[src/design/ldm_defs.vh]
// Purpose: Constants for the dimming mode controller
// Assumes: 50 MHz system clock
// Notes: Register offsets are byte addresses on the Avalon-MM slave
`ifndef LDM_DEFS_VH
`define LDM_DEFS_VH

// Clock and times
`define LDM_CLK_HZ 50000000
`define LDM_DELAY_US 500
`define LDM_DELAY_CYC ((`LDM_DELAY_US * (`LDM_CLK_HZ / 1000000)))
`define LDM_RATE_LO_HZ 200
`define LDM_RATE_HI_HZ 23000
// Chopping period split into 256 steps, so a step is period/256
`define LDM_STEP_LO (`LDM_CLK_HZ / (`LDM_RATE_LO_HZ * 256))
`define LDM_STEP_HI (`LDM_CLK_HZ / (`LDM_RATE_HI_HZ * 256))

// Mode pin decoded levels
`define LDM_PIN_LOW 2'h0
`define LDM_PIN_MID 2'h1
`define LDM_PIN_HIGH 2'h2
`define LDM_PIN_FLOAT 2'h3

// Modes
`define LDM_MODE_MIX 2'h0
`define LDM_MODE_PWM 2'h1
`define LDM_MODE_ANA 2'h2

// Duty scale: 12 bits, full scale 4095
`define LDM_DW 12
`define LDM_FULL 12'hfff
`define LDM_QUARTER 12'h400
`define LDM_TP_HI 12'h400
`define LDM_TP_LO 12'h200
`define LDM_LOWDUTY 12'h19a
`define LDM_HYST 12'h014

// Registers
`define LDM_REG_CTRL 4'h0
`define LDM_REG_STAT 4'h4
`define LDM_REG_DUTY 4'h8
`define LDM_REG_AMP 4'hc
`define LDM_CTRL_MODE_LSB 0
`define LDM_CTRL_TP_BIT 2
`define LDM_CTRL_RATE_BIT 3
`define LDM_CTRL_RESET 4'h0

// Start-up states
`define LDM_ST_W 3
`define LDM_ST_DISC 3'h0
`define LDM_ST_WAIT 3'h1
`define LDM_ST_CHECK 3'h2
`define LDM_ST_SAFE 3'h3
`define LDM_ST_SOFT 3'h4
`define LDM_ST_RUN 3'h5
`define LDM_ST_LATCH 3'h6

`define LDM_SOFT_STEP 12'h010
`define LDM_CNT_W 24
`define LDM_CNT_MAX 24'hffffff
`define LDM_DIV_LAST 5'h0b
`endif

[src/design/ldm_duty_meter.v]
// Purpose: Measures high time and period of the dimming input
// Assumes: Input is synchronous to clk
// Notes: Duty result is high/period scaled to 12 bits
`timescale 1ns/100ps
`include "ldm_defs.vh"

module ldm_duty_meter (
  input wire clk,
  input wire rstn,
  input wire dim_in,
  output reg [`LDM_DW-1:0] duty_reg,
  output reg valid_reg
);

  reg dim_d_reg;
  reg [`LDM_CNT_W-1:0] high_reg;
  reg [`LDM_CNT_W-1:0] per_reg;
  reg [`LDM_CNT_W-1:0] hi_lat_reg;
  reg [`LDM_CNT_W-1:0] per_lat_reg;
  reg [`LDM_CNT_W-1:0] quot_reg;
  reg [`LDM_CNT_W-1:0] rem_reg;
  reg [4:0] bit_reg;
  reg busy_reg;
  wire rise;
  wire [`LDM_CNT_W:0] trial;

  assign rise = dim_in & ~dim_d_reg;
  assign trial = {rem_reg, 1'b0} - {1'b0, per_lat_reg};

  // ----------------------------------------------------------------
  // Counting, one result per rising edge
  // ----------------------------------------------------------------
  always @(posedge clk or negedge rstn) begin
    if (!rstn) begin
      dim_d_reg <= 1'b0;
      high_reg <= {`LDM_CNT_W{1'b0}};
      per_reg <= {`LDM_CNT_W{1'b0}};
      hi_lat_reg <= {`LDM_CNT_W{1'b0}};
      per_lat_reg <= {`LDM_CNT_W{1'b0}};
      quot_reg <= {`LDM_CNT_W{1'b0}};
      rem_reg <= {`LDM_CNT_W{1'b0}};
      bit_reg <= 5'h0;
      busy_reg <= 1'b0;
      duty_reg <= {`LDM_DW{1'b0}};
      valid_reg <= 1'b0;
    end else begin
      dim_d_reg <= dim_in;
      valid_reg <= 1'b0;
      if (rise) begin
        hi_lat_reg <= high_reg;
        per_lat_reg <= per_reg;
        rem_reg <= high_reg;
        quot_reg <= {`LDM_CNT_W{1'b0}};
        bit_reg <= 5'h0;
        busy_reg <= (per_reg != {`LDM_CNT_W{1'b0}});
        high_reg <= 24'h000001;
        per_reg <= 24'h000001;
      end else begin
        // Saturate so a stuck input never wraps into a bogus duty
        if (per_reg != `LDM_CNT_MAX) begin
          per_reg <= per_reg + 24'h000001;
          if (dim_in) begin
            high_reg <= high_reg + 24'h000001;
          end
        end
      end
      // Serial restoring divide: 12 quotient bits, 12 cycles
      if (busy_reg && !rise) begin
        if (!trial[`LDM_CNT_W]) begin
          rem_reg <= trial[`LDM_CNT_W-1:0];
          quot_reg <= {quot_reg[`LDM_CNT_W-2:0], 1'b1};
        end else begin
          rem_reg <= {rem_reg[`LDM_CNT_W-2:0], 1'b0};
          quot_reg <= {quot_reg[`LDM_CNT_W-2:0], 1'b0};
        end
        bit_reg <= bit_reg + 5'h01;
        if (bit_reg == `LDM_DIV_LAST) begin
          busy_reg <= 1'b0;
          valid_reg <= 1'b1;
          if (hi_lat_reg >= per_lat_reg) begin
            duty_reg <= `LDM_FULL;
          end else if (!trial[`LDM_CNT_W]) begin
            duty_reg <= {quot_reg[`LDM_DW-2:0], 1'b1};
          end else begin
            duty_reg <= {quot_reg[`LDM_DW-2:0], 1'b0};
          end
        end
      end
    end
  end

endmodule // ldm_duty_meter

[src/design/ldm_dimming_ctrl.v]
// Purpose: Dimming mode selection, amplitude/chopping and start-up sequence
// Assumes: All inputs synchronous to clk; mode pin arrives pre-decoded
// Notes: Avalon-MM slave, one wait state per access
// What this block does
// Low mode pin selects mixed dimming
// Middle mode pin selects direct PWM
// High mode pin selects analog dimming
// Floating pin: mode field picks mode
// Mixed transfer point selectable, two values
// Mixed above point: amplitude follows duty
// Mixed below: quarter amplitude, 4x chop duty
// Mixed chop rate register-selected, input-independent
// Direct PWM: full amplitude, gated by input
// Analog: amplitude is full scale times duty
// Host keeps analog PWM 100Hz to 20kHz
// Analog duty under 10% raises headroom
// Resolve at least 200:1 dimming ratio
// Drive disconnect, wait 500us, then check
// Output sense under 100mV latches off
// Boost with soft start after checks pass
// Host order: supply, enable, config, PWM
// Transfer select zero gives 25 percent
// Rate select zero gives 200 Hz
// Count high and period, update each rise
`timescale 1ns/100ps
`include "ldm_defs.vh"

module ldm_dimming_ctrl (
  input wire clk,
  input wire rstn,
  // Avalon-MM slave
  input wire [3:0] avs_address,
  input wire avs_read,
  input wire avs_write,
  input wire [31:0] avs_writedata,
  input wire [3:0] avs_byteenable,
  output reg [31:0] avs_readdata,
  output wire avs_waitrequest,
  output wire [1:0] avs_response,
  // Pins, already decoded
  input wire [1:0] mode_pin_level,
  input wire dim_in,
  input wire output_short_low,
  input wire safety_ok,
  // Analog and power side
  output reg input_disconnect_drive,
  output reg boost_enable,
  output reg [`LDM_DW-1:0] amplitude,
  output reg channel_gate,
  output reg headroom_raise,
  output reg latched_off
);

  // ----------------------------------------------------------------
  // Registers and bus
  // ----------------------------------------------------------------
  reg [1:0] dimming_mode_field;
  reg transfer_point_select;
  reg mixed_output_rate_select;
  reg ack_reg;
  reg resp_err_reg;
  wire access;
  wire [`LDM_DW-1:0] duty;
  wire duty_valid;

  assign access = avs_read | avs_write;
  // One wait state; request is done on the edge where ack_reg is high
  assign avs_waitrequest = access & ~ack_reg;
  assign avs_response = resp_err_reg ? 2'h2 : 2'h0;

  reg [1:0] mode_reg;
  reg [`LDM_ST_W-1:0] st_reg;
  reg [`LDM_DW-1:0] soft_reg;

  // ----------------------------------------------------------------
  // Readback words
  // ----------------------------------------------------------------
  wire [31:0] ctrl_word;
  wire [31:0] stat_word;
  assign ctrl_word = {28'h0, mixed_output_rate_select, transfer_point_select,
                      dimming_mode_field};
  assign stat_word = {24'h0, headroom_raise, latched_off, mode_reg, 1'b0, st_reg};

  always @(posedge clk or negedge rstn) begin
    if (!rstn) begin
      ack_reg <= 1'b0;
      resp_err_reg <= 1'b0;
      avs_readdata <= 32'h0;
      dimming_mode_field <= `LDM_MODE_MIX;
      transfer_point_select <= 1'b0;
      mixed_output_rate_select <= 1'b0;
    end else begin
      ack_reg <= access & ~ack_reg;
      if (access && !ack_reg) begin
        resp_err_reg <= 1'b0;
        avs_readdata <= 32'h0;
        case (avs_address)
          `LDM_REG_CTRL: begin
            avs_readdata <= ctrl_word;
          end
          `LDM_REG_STAT: begin
            avs_readdata <= stat_word;
          end
          `LDM_REG_DUTY: begin
            avs_readdata <= {20'h0, duty};
          end
          `LDM_REG_AMP: begin
            avs_readdata <= {20'h0, amplitude};
          end
          default: begin
            resp_err_reg <= 1'b1;
          end
        endcase
      end
      // Writes land on the edge where the master sees waitrequest low
      if (access && ack_reg && avs_write && avs_byteenable[0] &&
          avs_address == `LDM_REG_CTRL) begin
        dimming_mode_field <= avs_writedata[`LDM_CTRL_MODE_LSB+1:`LDM_CTRL_MODE_LSB];
        transfer_point_select <= avs_writedata[`LDM_CTRL_TP_BIT];
        mixed_output_rate_select <= avs_writedata[`LDM_CTRL_RATE_BIT];
      end
    end
  end

  // ----------------------------------------------------------------
  // Duty measurement
  // ----------------------------------------------------------------
  // Duty is held between updates, so every user sees one value per period
  ldm_duty_meter u_meter (
    .clk(clk),
    .rstn(rstn),
    .dim_in(dim_in),
    .duty_reg(duty),
    .valid_reg(duty_valid)
  );

  // ----------------------------------------------------------------
  // Mode selection
  // ----------------------------------------------------------------
  // The pin wins; only a floating pin hands the choice to the field
  reg [1:0] mode_next;
  always @* begin
    case (mode_pin_level)
      `LDM_PIN_LOW: mode_next = `LDM_MODE_MIX;
      `LDM_PIN_MID: mode_next = `LDM_MODE_PWM;
      `LDM_PIN_HIGH: mode_next = `LDM_MODE_ANA;
      default: begin
        // Code 11 of the field is unlisted; treat it as mixed
        if (dimming_mode_field == `LDM_MODE_PWM || dimming_mode_field == `LDM_MODE_ANA) begin
          mode_next = dimming_mode_field;
        end else begin
          mode_next = `LDM_MODE_MIX;
        end
      end
    endcase
  end

  // ----------------------------------------------------------------
  // Mixed-mode transfer point with hysteresis
  // ----------------------------------------------------------------
  wire [`LDM_DW-1:0] tp;
  wire [`LDM_DW:0] duty_hyst;
  wire below_now;
  reg below_reg;
  assign tp = transfer_point_select ? `LDM_TP_LO : `LDM_TP_HI;
  // One bit wider so a duty near full scale cannot wrap below the point
  assign duty_hyst = {1'b0, duty} + {1'b0, `LDM_HYST};
  // Hysteresis stops toggling near the point; judged from the live duty so the
  // amplitude never pairs a fresh duty with a stale side for a cycle
  assign below_now = below_reg ? (duty <= tp) : (duty_hyst < {1'b0, tp});

  always @(posedge clk or negedge rstn) begin
    if (!rstn) begin
      below_reg <= 1'b1;
      mode_reg <= `LDM_MODE_MIX;
    end else begin
      mode_reg <= mode_next;
      if (duty_valid) begin
        below_reg <= below_now;
      end
    end
  end

  // ----------------------------------------------------------------
  // Mixed-mode chopping generator, independent of input frequency
  // ----------------------------------------------------------------
  reg [15:0] step_cnt_reg;
  reg [7:0] phase_reg;
  wire [15:0] step_len;
  wire step_tick;
  wire [13:0] duty_x4;
  wire [7:0] chop_duty;
  wire chop_out;

  wire [31:0] step_lo_full;
  wire [31:0] step_hi_full;

  // The chop phase runs off clk alone, so its rate never follows the input
  assign step_lo_full = `LDM_STEP_LO;
  assign step_hi_full = `LDM_STEP_HI;
  assign step_len = mixed_output_rate_select ? step_hi_full[15:0] :
                    step_lo_full[15:0];
  assign step_tick = (step_cnt_reg >= step_len - 16'h0001);
  assign duty_x4 = {duty, 2'b00};
  // An input at a quarter or more saturates the chop duty at its top step
  assign chop_duty = (duty_x4[13:12] != 2'b00) ? 8'hff : duty_x4[11:4];
  assign chop_out = (phase_reg < chop_duty);

  always @(posedge clk or negedge rstn) begin
    if (!rstn) begin
      step_cnt_reg <= 16'h0;
      phase_reg <= 8'h0;
    end else if (step_tick) begin
      step_cnt_reg <= 16'h0;
      phase_reg <= phase_reg + 8'h01;
    end else begin
      step_cnt_reg <= step_cnt_reg + 16'h0001;
    end
  end

  // ----------------------------------------------------------------
  // Start-up sequence
  // ----------------------------------------------------------------
  reg [`LDM_CNT_W-1:0] wait_reg;
  wire [31:0] wait_last;
  // Last count of the wait, so the check comes exactly one delay after it began
  assign wait_last = `LDM_DELAY_CYC - 1;
  always @(posedge clk or negedge rstn) begin
    if (!rstn) begin
      st_reg <= `LDM_ST_DISC;
      wait_reg <= {`LDM_CNT_W{1'b0}};
      soft_reg <= {`LDM_DW{1'b0}};
      input_disconnect_drive <= 1'b0;
      boost_enable <= 1'b0;
      latched_off <= 1'b0;
    end else begin
      case (st_reg)
        `LDM_ST_DISC: begin
          input_disconnect_drive <= 1'b1;
          wait_reg <= {`LDM_CNT_W{1'b0}};
          st_reg <= `LDM_ST_WAIT;
        end
        `LDM_ST_WAIT: begin
          wait_reg <= wait_reg + 24'h000001;
          if (wait_reg == wait_last[`LDM_CNT_W-1:0]) begin
            st_reg <= `LDM_ST_CHECK;
          end
        end
        `LDM_ST_CHECK: begin
          if (output_short_low) begin
            st_reg <= `LDM_ST_LATCH;
          end else begin
            st_reg <= `LDM_ST_SAFE;
          end
        end
        `LDM_ST_SAFE: begin
          // Holds here for as long as any other start-up check still fails
          if (safety_ok) begin
            st_reg <= `LDM_ST_SOFT;
            boost_enable <= 1'b1;
            soft_reg <= {`LDM_DW{1'b0}};
          end
        end
        `LDM_ST_SOFT: begin
          // Ramp the amplitude ceiling so the boost starts gently
          if (soft_reg >= `LDM_FULL - `LDM_SOFT_STEP) begin
            soft_reg <= `LDM_FULL;
            st_reg <= `LDM_ST_RUN;
          end else begin
            soft_reg <= soft_reg + `LDM_SOFT_STEP;
          end
        end
        `LDM_ST_RUN: begin
          soft_reg <= `LDM_FULL;
        end
        `LDM_ST_LATCH: begin
          // Only enable (reset) leaves the latched-off state
          latched_off <= 1'b1;
          boost_enable <= 1'b0;
          input_disconnect_drive <= 1'b0;
        end
        default: begin
          st_reg <= `LDM_ST_DISC;
        end
      endcase
    end
  end

  // ----------------------------------------------------------------
  // Amplitude and gate per mode
  // ----------------------------------------------------------------
  reg [`LDM_DW-1:0] amp_next;
  reg gate_next;
  always @* begin
    case (mode_reg)
      `LDM_MODE_PWM: begin
        amp_next = `LDM_FULL;
        gate_next = dim_in;
      end
      `LDM_MODE_ANA: begin
        amp_next = duty;
        gate_next = 1'b1;
      end
      default: begin
        if (below_now) begin
          amp_next = `LDM_QUARTER;
          gate_next = chop_out;
        end else begin
          amp_next = duty;
          gate_next = 1'b1;
        end
      end
    endcase
    // Clip to the soft-start ceiling; after the ramp this is full scale
    if (amp_next > soft_reg) begin
      amp_next = soft_reg;
    end
  end

  wire running;
  // Nothing reaches the channels before boosting starts or after a latch
  assign running = boost_enable & ~latched_off;

  always @(posedge clk or negedge rstn) begin
    if (!rstn) begin
      amplitude <= {`LDM_DW{1'b0}};
      channel_gate <= 1'b0;
      headroom_raise <= 1'b0;
    end else begin
      amplitude <= running ? amp_next : {`LDM_DW{1'b0}};
      channel_gate <= running & gate_next;
      headroom_raise <= (mode_reg == `LDM_MODE_ANA) && (duty < `LDM_LOWDUTY);
    end
  end

endmodule // ldm_dimming_ctrl

[config.mk]
export PLATFORM = sky130hd
export DESIGN_NAME = ldm_dimming_ctrl
export DESIGN_NICKNAME = d
export VERILOG_FILES = /design/src/design/ldm_duty_meter.v /design/src/design/ldm_dimming_ctrl.v
export VERILOG_INCLUDE_DIRS = /design/src /design/src/design
export SDC_FILE = /design/constraint.sdc
export NUM_CORES = 1
export LEC_CHECK = 0
export BUFFER_PORTS_ARGS = -buffer_cell sky130_fd_sc_hd__buf_2
export CAP_MARGIN = 20
export CELL_PAD_IN_SITES_DETAIL_PLACEMENT = 1
export CELL_PAD_IN_SITES_GLOBAL_PLACEMENT = 2
export CORE_ASPECT_RATIO = 1.1
export CORE_UTILIZATION = 39
export CTS_CLUSTER_SIZE = 14
export DETAILED_ROUTE_END_ITERATION = 8
export GPL_TIMING_DRIVEN = 1
export HOLD_SLACK_MARGIN = 0.06
export PLACE_DENSITY_LB_ADDON = 0.1
export REMOVE_ABC_BUFFERS = 1
export SLEW_MARGIN = 15
export SYNTH_ARGS = -nofsm -noshare
export SYNTH_HDL_FRONTEND = slang
export SYNTH_SLANG_ARGS = --single-unit
[constraint.sdc]
create_clock -name clk -period 4.9 [get_ports clk]
set_input_delay 0.49 -clock clk [delete_from_list [all_inputs] [get_ports clk]]
set_output_delay 0.49 -clock clk [all_outputs]
set_load 0.005 [all_outputs]
==> flow_summary.html <==
<table>
<tr><th>Metric</th><th>Value</th></tr>
<tr><th colspan="2">Critical path</th></tr>
<tr><td>Largest incremental delay on the critical path</td><td>0.42 ns</td></tr>
<tr><td>Worst EP arrival</td><td>4.97 ns</td></tr>
<tr><td>Library cell contributing the largest single delay on the critical path</td><td>sky130_fd_sc_hd__nor2b_1</td></tr>
<tr><td>Kind of end point of the critical path</td><td>flop</td></tr>
<tr><td>Kind of launch point of the worst setup path</td><td>flop</td></tr>
<tr><td>R2R Setup Slk</td><td>0.42 ns</td></tr>
<tr><td>Classification of the worst setup path</td><td>reg2reg</td></tr>
<tr><td>Cell-by-cell listing of the critical path</td><td>nand4_1 -&gt; nor2_1 -&gt; nand2_1 -&gt; xnor2_1 -&gt; ha_1 -&gt; mux2_1 -&gt; a221oi_1 -&gt; o21a_1 -&gt; and2_1 -&gt; nor2_1 -&gt; or2_1 -&gt; ha_1 -&gt; nor2b_1 -&gt; o21a_1 -&gt; o21ai_0 -&gt; nand2b_1 -&gt; a21oi_1 -&gt; a21oi_2 -&gt; nor2b_1 -&gt; a21o_1</td></tr>
<tr><td>Critical-path maximum fanout</td><td>12</td></tr>
<tr><td>Required @ worst endpoint</td><td>5.39 ns</td></tr>
<tr><th colspan="2">Drt</th></tr>
<tr><td>Drt total wl</td><td>37400 um</td></tr>
<tr><td>Post-DRT Antenna Nets</td><td>0</td></tr>
<tr><td>Total vias in the final route</td><td>10830</td></tr>
<tr><td>Detailed-route vias per instance</td><td>5.447</td></tr>
<tr><td>Number of DRC violations after detailed routing</td><td>0</td></tr>
<tr><td>Detailed-routing iteration count for the pre-antenna-repair pass</td><td>4</td></tr>
<tr><td>DR WL/cell</td><td>18.81 um</td></tr>
<tr><td>Count of routing violations after the opening detailed-route iteration</td><td>499</td></tr>
<tr><th colspan="2">STA</th></tr>
<tr><td>Number of max-slew violations in the final report</td><td>0</td></tr>
<tr><td>Highest Clock Rate</td><td>0.2232 GHz</td></tr>
<tr><td>RSZ-0062 raised after global routing</td><td>no</td></tr>
<tr><td>Endpoints failing hold</td><td>0</td></tr>
<tr><td>Remaining max-slew budget at the tightest pin</td><td>0.3326</td></tr>
<tr><td>Worst clock skew on the final layout</td><td>0.009435 ns</td></tr>
<tr><td>Post-layout minimum cycle time</td><td>4.480 ns</td></tr>
<tr><td>Final count of negative-setup-slack endpoints</td><td>0</td></tr>
<tr><td>Slew @ Worst Pin</td><td>1.000 ns</td></tr>
<tr><td>Part of the cycle the worst path needs</td><td>0.9143</td></tr>
<tr><th colspan="2">Flow run</th></tr>
<tr><td>Max-capacitance violation count</td><td>0</td></tr>
<tr><th colspan="2">Cells and area</th></tr>
<tr><td>Total non-filler cell area in the finished layout</td><td>15600 um^2</td></tr>
<tr><td>Number of nets at the end of the flow</td><td>1658</td></tr>
<tr><td>Fraction of layout instances using a drive strength above 1</td><td>0.09715</td></tr>
<tr><td>Non-filler instance count after layout</td><td>1988</td></tr>
<tr><td>Number of antenna cells inserted</td><td>0</td></tr>
<tr><td>Finished Core Util</td><td>0.4441</td></tr>
<tr><td>Filler Cell Count</td><td>4005</td></tr>
<tr><td>Layout overhead on the synthesized area</td><td>12.14%</td></tr>
<tr><th colspan="2">Die</th></tr>
<tr><td>Number of rows created at floorplan</td><td>72</td></tr>
<tr><td>Height of the die</td><td>200.1 um</td></tr>
<tr><td>Core ar.</td><td>35130 um^2</td></tr>
<tr><td>Die outline width</td><td>182.1 um</td></tr>
<tr><td>Die area</td><td>36440 um^2</td></tr>
<tr><td>Top-level port count</td><td>101</td></tr>
<tr><td>Starting density of the core</td><td>0.3960</td></tr>
<tr><th colspan="2">Global routing</th></tr>
<tr><td>Vias in the first global route</td><td>11580</td></tr>
<tr><td>Global-route track usage on met1</td><td>0.2971</td></tr>
<tr><td>Overflow left after global routing</td><td>0</td></tr>
<tr><td>Global-route wire length before repair</td><td>63050 um</td></tr>
<tr><td>Global Route met2 Usage</td><td>0.3586</td></tr>
<tr><td>Antenna violations before repair</td><td>0</td></tr>
<tr><td>GRT Util Overall</td><td>0.2133</td></tr>
<tr><td>Most used routing layer in global routing</td><td>met2</td></tr>
<tr><td>Largest net degree at the start of global routing</td><td>104</td></tr>
<tr><td>Met3 GRT Util</td><td>0.02182</td></tr>
<tr><th colspan="2">Placement</th></tr>
<tr><td>Area after detailed placement</td><td>14550 um^2</td></tr>
<tr><td>GPL Wtd Cong</td><td>0.7698</td></tr>
<tr><td>Half-perimeter wire length of the detailed placement result</td><td>26430 um</td></tr>
<tr><td>Cell count after placement</td><td>1933</td></tr>
<tr><td>Count of input and output buffers</td><td>48</td></tr>
<tr><th colspan="2">Clock network</th></tr>
<tr><td>Clock sink count</td><td>249</td></tr>
<tr><td>Number of buffers inserted during clock tree synthesis</td><td>31</td></tr>
<tr><td>Clock slew at reported path FFs</td><td>0.05 ns</td></tr>
<tr><td>Clock buffer depth</td><td>3</td></tr>
<tr><td>Post-CTS Setup Repair Bufs</td><td>0</td></tr>
<tr><td>H-Tree Depth</td><td>1</td></tr>
<tr><td>Clock root buffer</td><td>sky130_fd_sc_hd__clkbuf_16</td></tr>
<tr><td>TritonCTS clock tree</td><td>built</td></tr>
<tr><td>Later-pin clock latency in the skew report</td><td>0.56 ns</td></tr>
<tr><th colspan="2">Yosys</th></tr>
<tr><td>Portion of the post-synthesis area used by sequential elements</td><td>0.4479</td></tr>
<tr><td>Largest cells by area after synthesis</td><td>sky130_fd_sc_hd__dfrtp_1 (45%), sky130_fd_sc_hd__ha_1 (7.6%), sky130_fd_sc_hd__nand2_1 (5.4%)</td></tr>
<tr><td>Number of synthesized flops with an enable pin</td><td>0</td></tr>
<tr><td>Share of synthesized flip-flops with an asynchronous set or reset</td><td>1.000</td></tr>
<tr><td>YS warnings</td><td>0</td></tr>
<tr><td>Largest area contributor in the netlist</td><td>sky130_fd_sc_hd__dfrtp_1</td></tr>
<tr><td>Post-synth design cell area</td><td>13910 um^2</td></tr>
<tr><td>Top FF cell, synth</td><td>sky130_fd_sc_hd__dfrtp_1</td></tr>
<tr><td>Number of flip-flops and latches in the synthesized netlist</td><td>249</td></tr>
<tr><td>Library cells used by synthesis</td><td>75</td></tr>
<tr><td>Count of mapped cells out of synthesis</td><td>1479</td></tr>
<tr><td>Mapped Avg Cell Area</td><td>9.408 um^2</td></tr>
<tr><td>Fraction of post-synthesis cell area in the top cell type by area</td><td>0.4460</td></tr>
<tr><th colspan="2">Hold path</th></tr>
<tr><td>Path category of the worst min-delay check</td><td>in2reg</td></tr>
<tr><th colspan="2">Outcome</th></tr>
<tr><td>Result of the run</td><td>completed</td></tr>
<tr><th colspan="2">Pwr</th></tr>
<tr><td>Total power per unit cell area</td><td>501.1 nW/um^2</td></tr>
<tr><td>Worst vdd rail ir drop</td><td>0.3007 mV</td></tr>
<tr><td>Leak pwr</td><td>7.413 nW</td></tr>
</table>
## metrics by stage
stage | TNS, ns | hold slack [ns] | worst slack, ns | total power, mW
final | 0 | 0.1313 | 0.4198 | 7.819
after global routing | 0 | 0.1153 | 0.04001 | 8.387
after CTS | 0 | 0.1039 | 0.1405 | 7.923
after detailed placement | 0 | 0.4676 | 0.1862 | 5.553
after global placement | 0 | 0.4539 | 0.4088 | 5.465
after floorplan | -19.62 | 0.1944 | -0.9089 | 4.654
## timing repair
| item | in CTS | in global routing |
|---|---|---|
| hold endpoints to repair | 101 | 0 |
| setup endpoints to repair | 0 | 12 |
| hold buffers | 1 | 0 |
| gates resized for setup | 0 | 1 |
## layout make-up
class,instances,area (um^2),share of cell area
timing repair buffer,66,412.9,0.02646
clock buffer,46,942.2,0.06038
tap,444,555.5,0.03560
clock inverter,8,98.84,0.006335
multi-input combinational,1120,7156,0.4586
sequential,249,6232,0.3994
inverter,55,206.4,0.01323
## per-layer routing
layer | up-vias | wire length (um)
met3 | 37 | 806
met1 | 5429 | 18270
li1 | 5264 | -
met5 | - | 0
met2 | 99 | 17790
met4 | 0 | 532
## kinds of logic after synthesis
kind of cell | Yosys count | synth area share
xor gates and xnor gates | 75 | 0.04721
adders and majority gates | 86 | 0.07787
and+or+nand+nor | 553 | 0.1876
muxes | 60 | 0.04730
DFF | 249 | 0.4479
AOI/OAI and AO/OA | 320 | 0.1460
other | 1 | 0.0002695
buffers and inverters | 135 | 0.04586
## worst max-delay path, delay by kind of cell, from the launching register on
kind,cells,cell delay (ns)
muxes,1,0.29
AOI/OAI and AO/OA,7,1.34
and+or+nand+nor,9,1.68
xor gates and xnor gates,1,0.13
adders and majority gates,2,0.59
DFF,1,0.36
## cell usage in the layout (no fill, tap or decap), types with 5 or more instances in the layout
master	Yosys	final
sky130_fd_sc_hd__a2111oi_0	5	5
sky130_fd_sc_hd__a21boi_0	7	7
sky130_fd_sc_hd__a21o_1	22	22
sky130_fd_sc_hd__a21oi_1	62	61
sky130_fd_sc_hd__a22o_1	7	7
sky130_fd_sc_hd__a22oi_1	9	9
sky130_fd_sc_hd__a31oi_1	7	7
sky130_fd_sc_hd__and2_1	8	8
sky130_fd_sc_hd__and3_1	16	16
sky130_fd_sc_hd__and4_1	8	8
sky130_fd_sc_hd__buf_2	5	47
sky130_fd_sc_hd__buf_4	23	15
sky130_fd_sc_hd__clkbuf_16	0	31
sky130_fd_sc_hd__clkbuf_8	0	11
sky130_fd_sc_hd__conb_1	1	26
sky130_fd_sc_hd__dfrtp_1	248	248
sky130_fd_sc_hd__ha_1	85	85
sky130_fd_sc_hd__inv_1	54	54
sky130_fd_sc_hd__mux2_2	10	10
sky130_fd_sc_hd__mux2i_1	44	44
sky130_fd_sc_hd__nand2_1	201	201
sky130_fd_sc_hd__nand2b_1	9	8
sky130_fd_sc_hd__nand3_1	54	54
sky130_fd_sc_hd__nand3b_1	11	11
sky130_fd_sc_hd__nand4_1	30	30
sky130_fd_sc_hd__nor2_1	130	130
sky130_fd_sc_hd__nor2b_1	12	11
sky130_fd_sc_hd__nor3_1	20	20
sky130_fd_sc_hd__nor4_1	20	20
sky130_fd_sc_hd__o211ai_1	22	22
sky130_fd_sc_hd__o21a_1	20	20
sky130_fd_sc_hd__o21ai_0	97	97
sky130_fd_sc_hd__o21ai_1	15	15
sky130_fd_sc_hd__o22a_1	12	12
sky130_fd_sc_hd__o31ai_1	7	7
sky130_fd_sc_hd__or2_1	5	5
sky130_fd_sc_hd__or3_1	12	12
sky130_fd_sc_hd__xnor2_1	32	32
sky130_fd_sc_hd__xor2_1	43	43
## path summary, 6_finish.rpt
check	end	startpoint	depth (start not counted)
setup / recovery	amplitude[6]	u_meter.duty_reg[5]	20
hold / removal	mode_reg[0]	mode_pin_level[1]	2
setup reg to reg	amplitude[6]	u_meter.duty_reg[5]	20
hold reg to reg	wait_reg[23]	wait_reg[23]	1
max in group asynchronous	u_meter.high_reg[0]	rstn	3
min in group asynchronous	avs_readdata[5]	rstn	2
## power by group
| group | switching [mW] | internal (mW) |
|---|---|---|
| clock network | 0.903 | 1.42 |
| logic | 1.59 | 1.25 |
| registers | 0.288 | 2.36 |
## cells in the mapped netlist (7+ instances only)
cell / count
sky130_fd_sc_hd__a21boi_0: 7
sky130_fd_sc_hd__a21o_1: 22
sky130_fd_sc_hd__a21oi_1: 62
sky130_fd_sc_hd__a22o_1: 7
sky130_fd_sc_hd__a22oi_1: 9
sky130_fd_sc_hd__a31oi_1: 7
sky130_fd_sc_hd__and2_1: 8
sky130_fd_sc_hd__and3_1: 16
sky130_fd_sc_hd__and4_1: 8
sky130_fd_sc_hd__buf_4: 23
sky130_fd_sc_hd__clkbuf_1: 43
sky130_fd_sc_hd__dfrtp_1: 248
sky130_fd_sc_hd__ha_1: 85
sky130_fd_sc_hd__inv_1: 54
sky130_fd_sc_hd__mux2_2: 10
sky130_fd_sc_hd__mux2i_1: 44
sky130_fd_sc_hd__nand2_1: 201
sky130_fd_sc_hd__nand2b_1: 9
sky130_fd_sc_hd__nand3_1: 54
sky130_fd_sc_hd__nand3b_1: 11
sky130_fd_sc_hd__nand4_1: 30
sky130_fd_sc_hd__nor2_1: 130
sky130_fd_sc_hd__nor2b_1: 12
sky130_fd_sc_hd__nor3_1: 20
sky130_fd_sc_hd__nor4_1: 20
sky130_fd_sc_hd__o211ai_1: 22
sky130_fd_sc_hd__o21a_1: 20
sky130_fd_sc_hd__o21ai_0: 97
sky130_fd_sc_hd__o21ai_1: 15
sky130_fd_sc_hd__o22a_1: 12
sky130_fd_sc_hd__o31ai_1: 7
sky130_fd_sc_hd__or3_1: 12
sky130_fd_sc_hd__xnor2_1: 32
sky130_fd_sc_hd__xor2_1: 43
(Power assumes the default switching activity.)
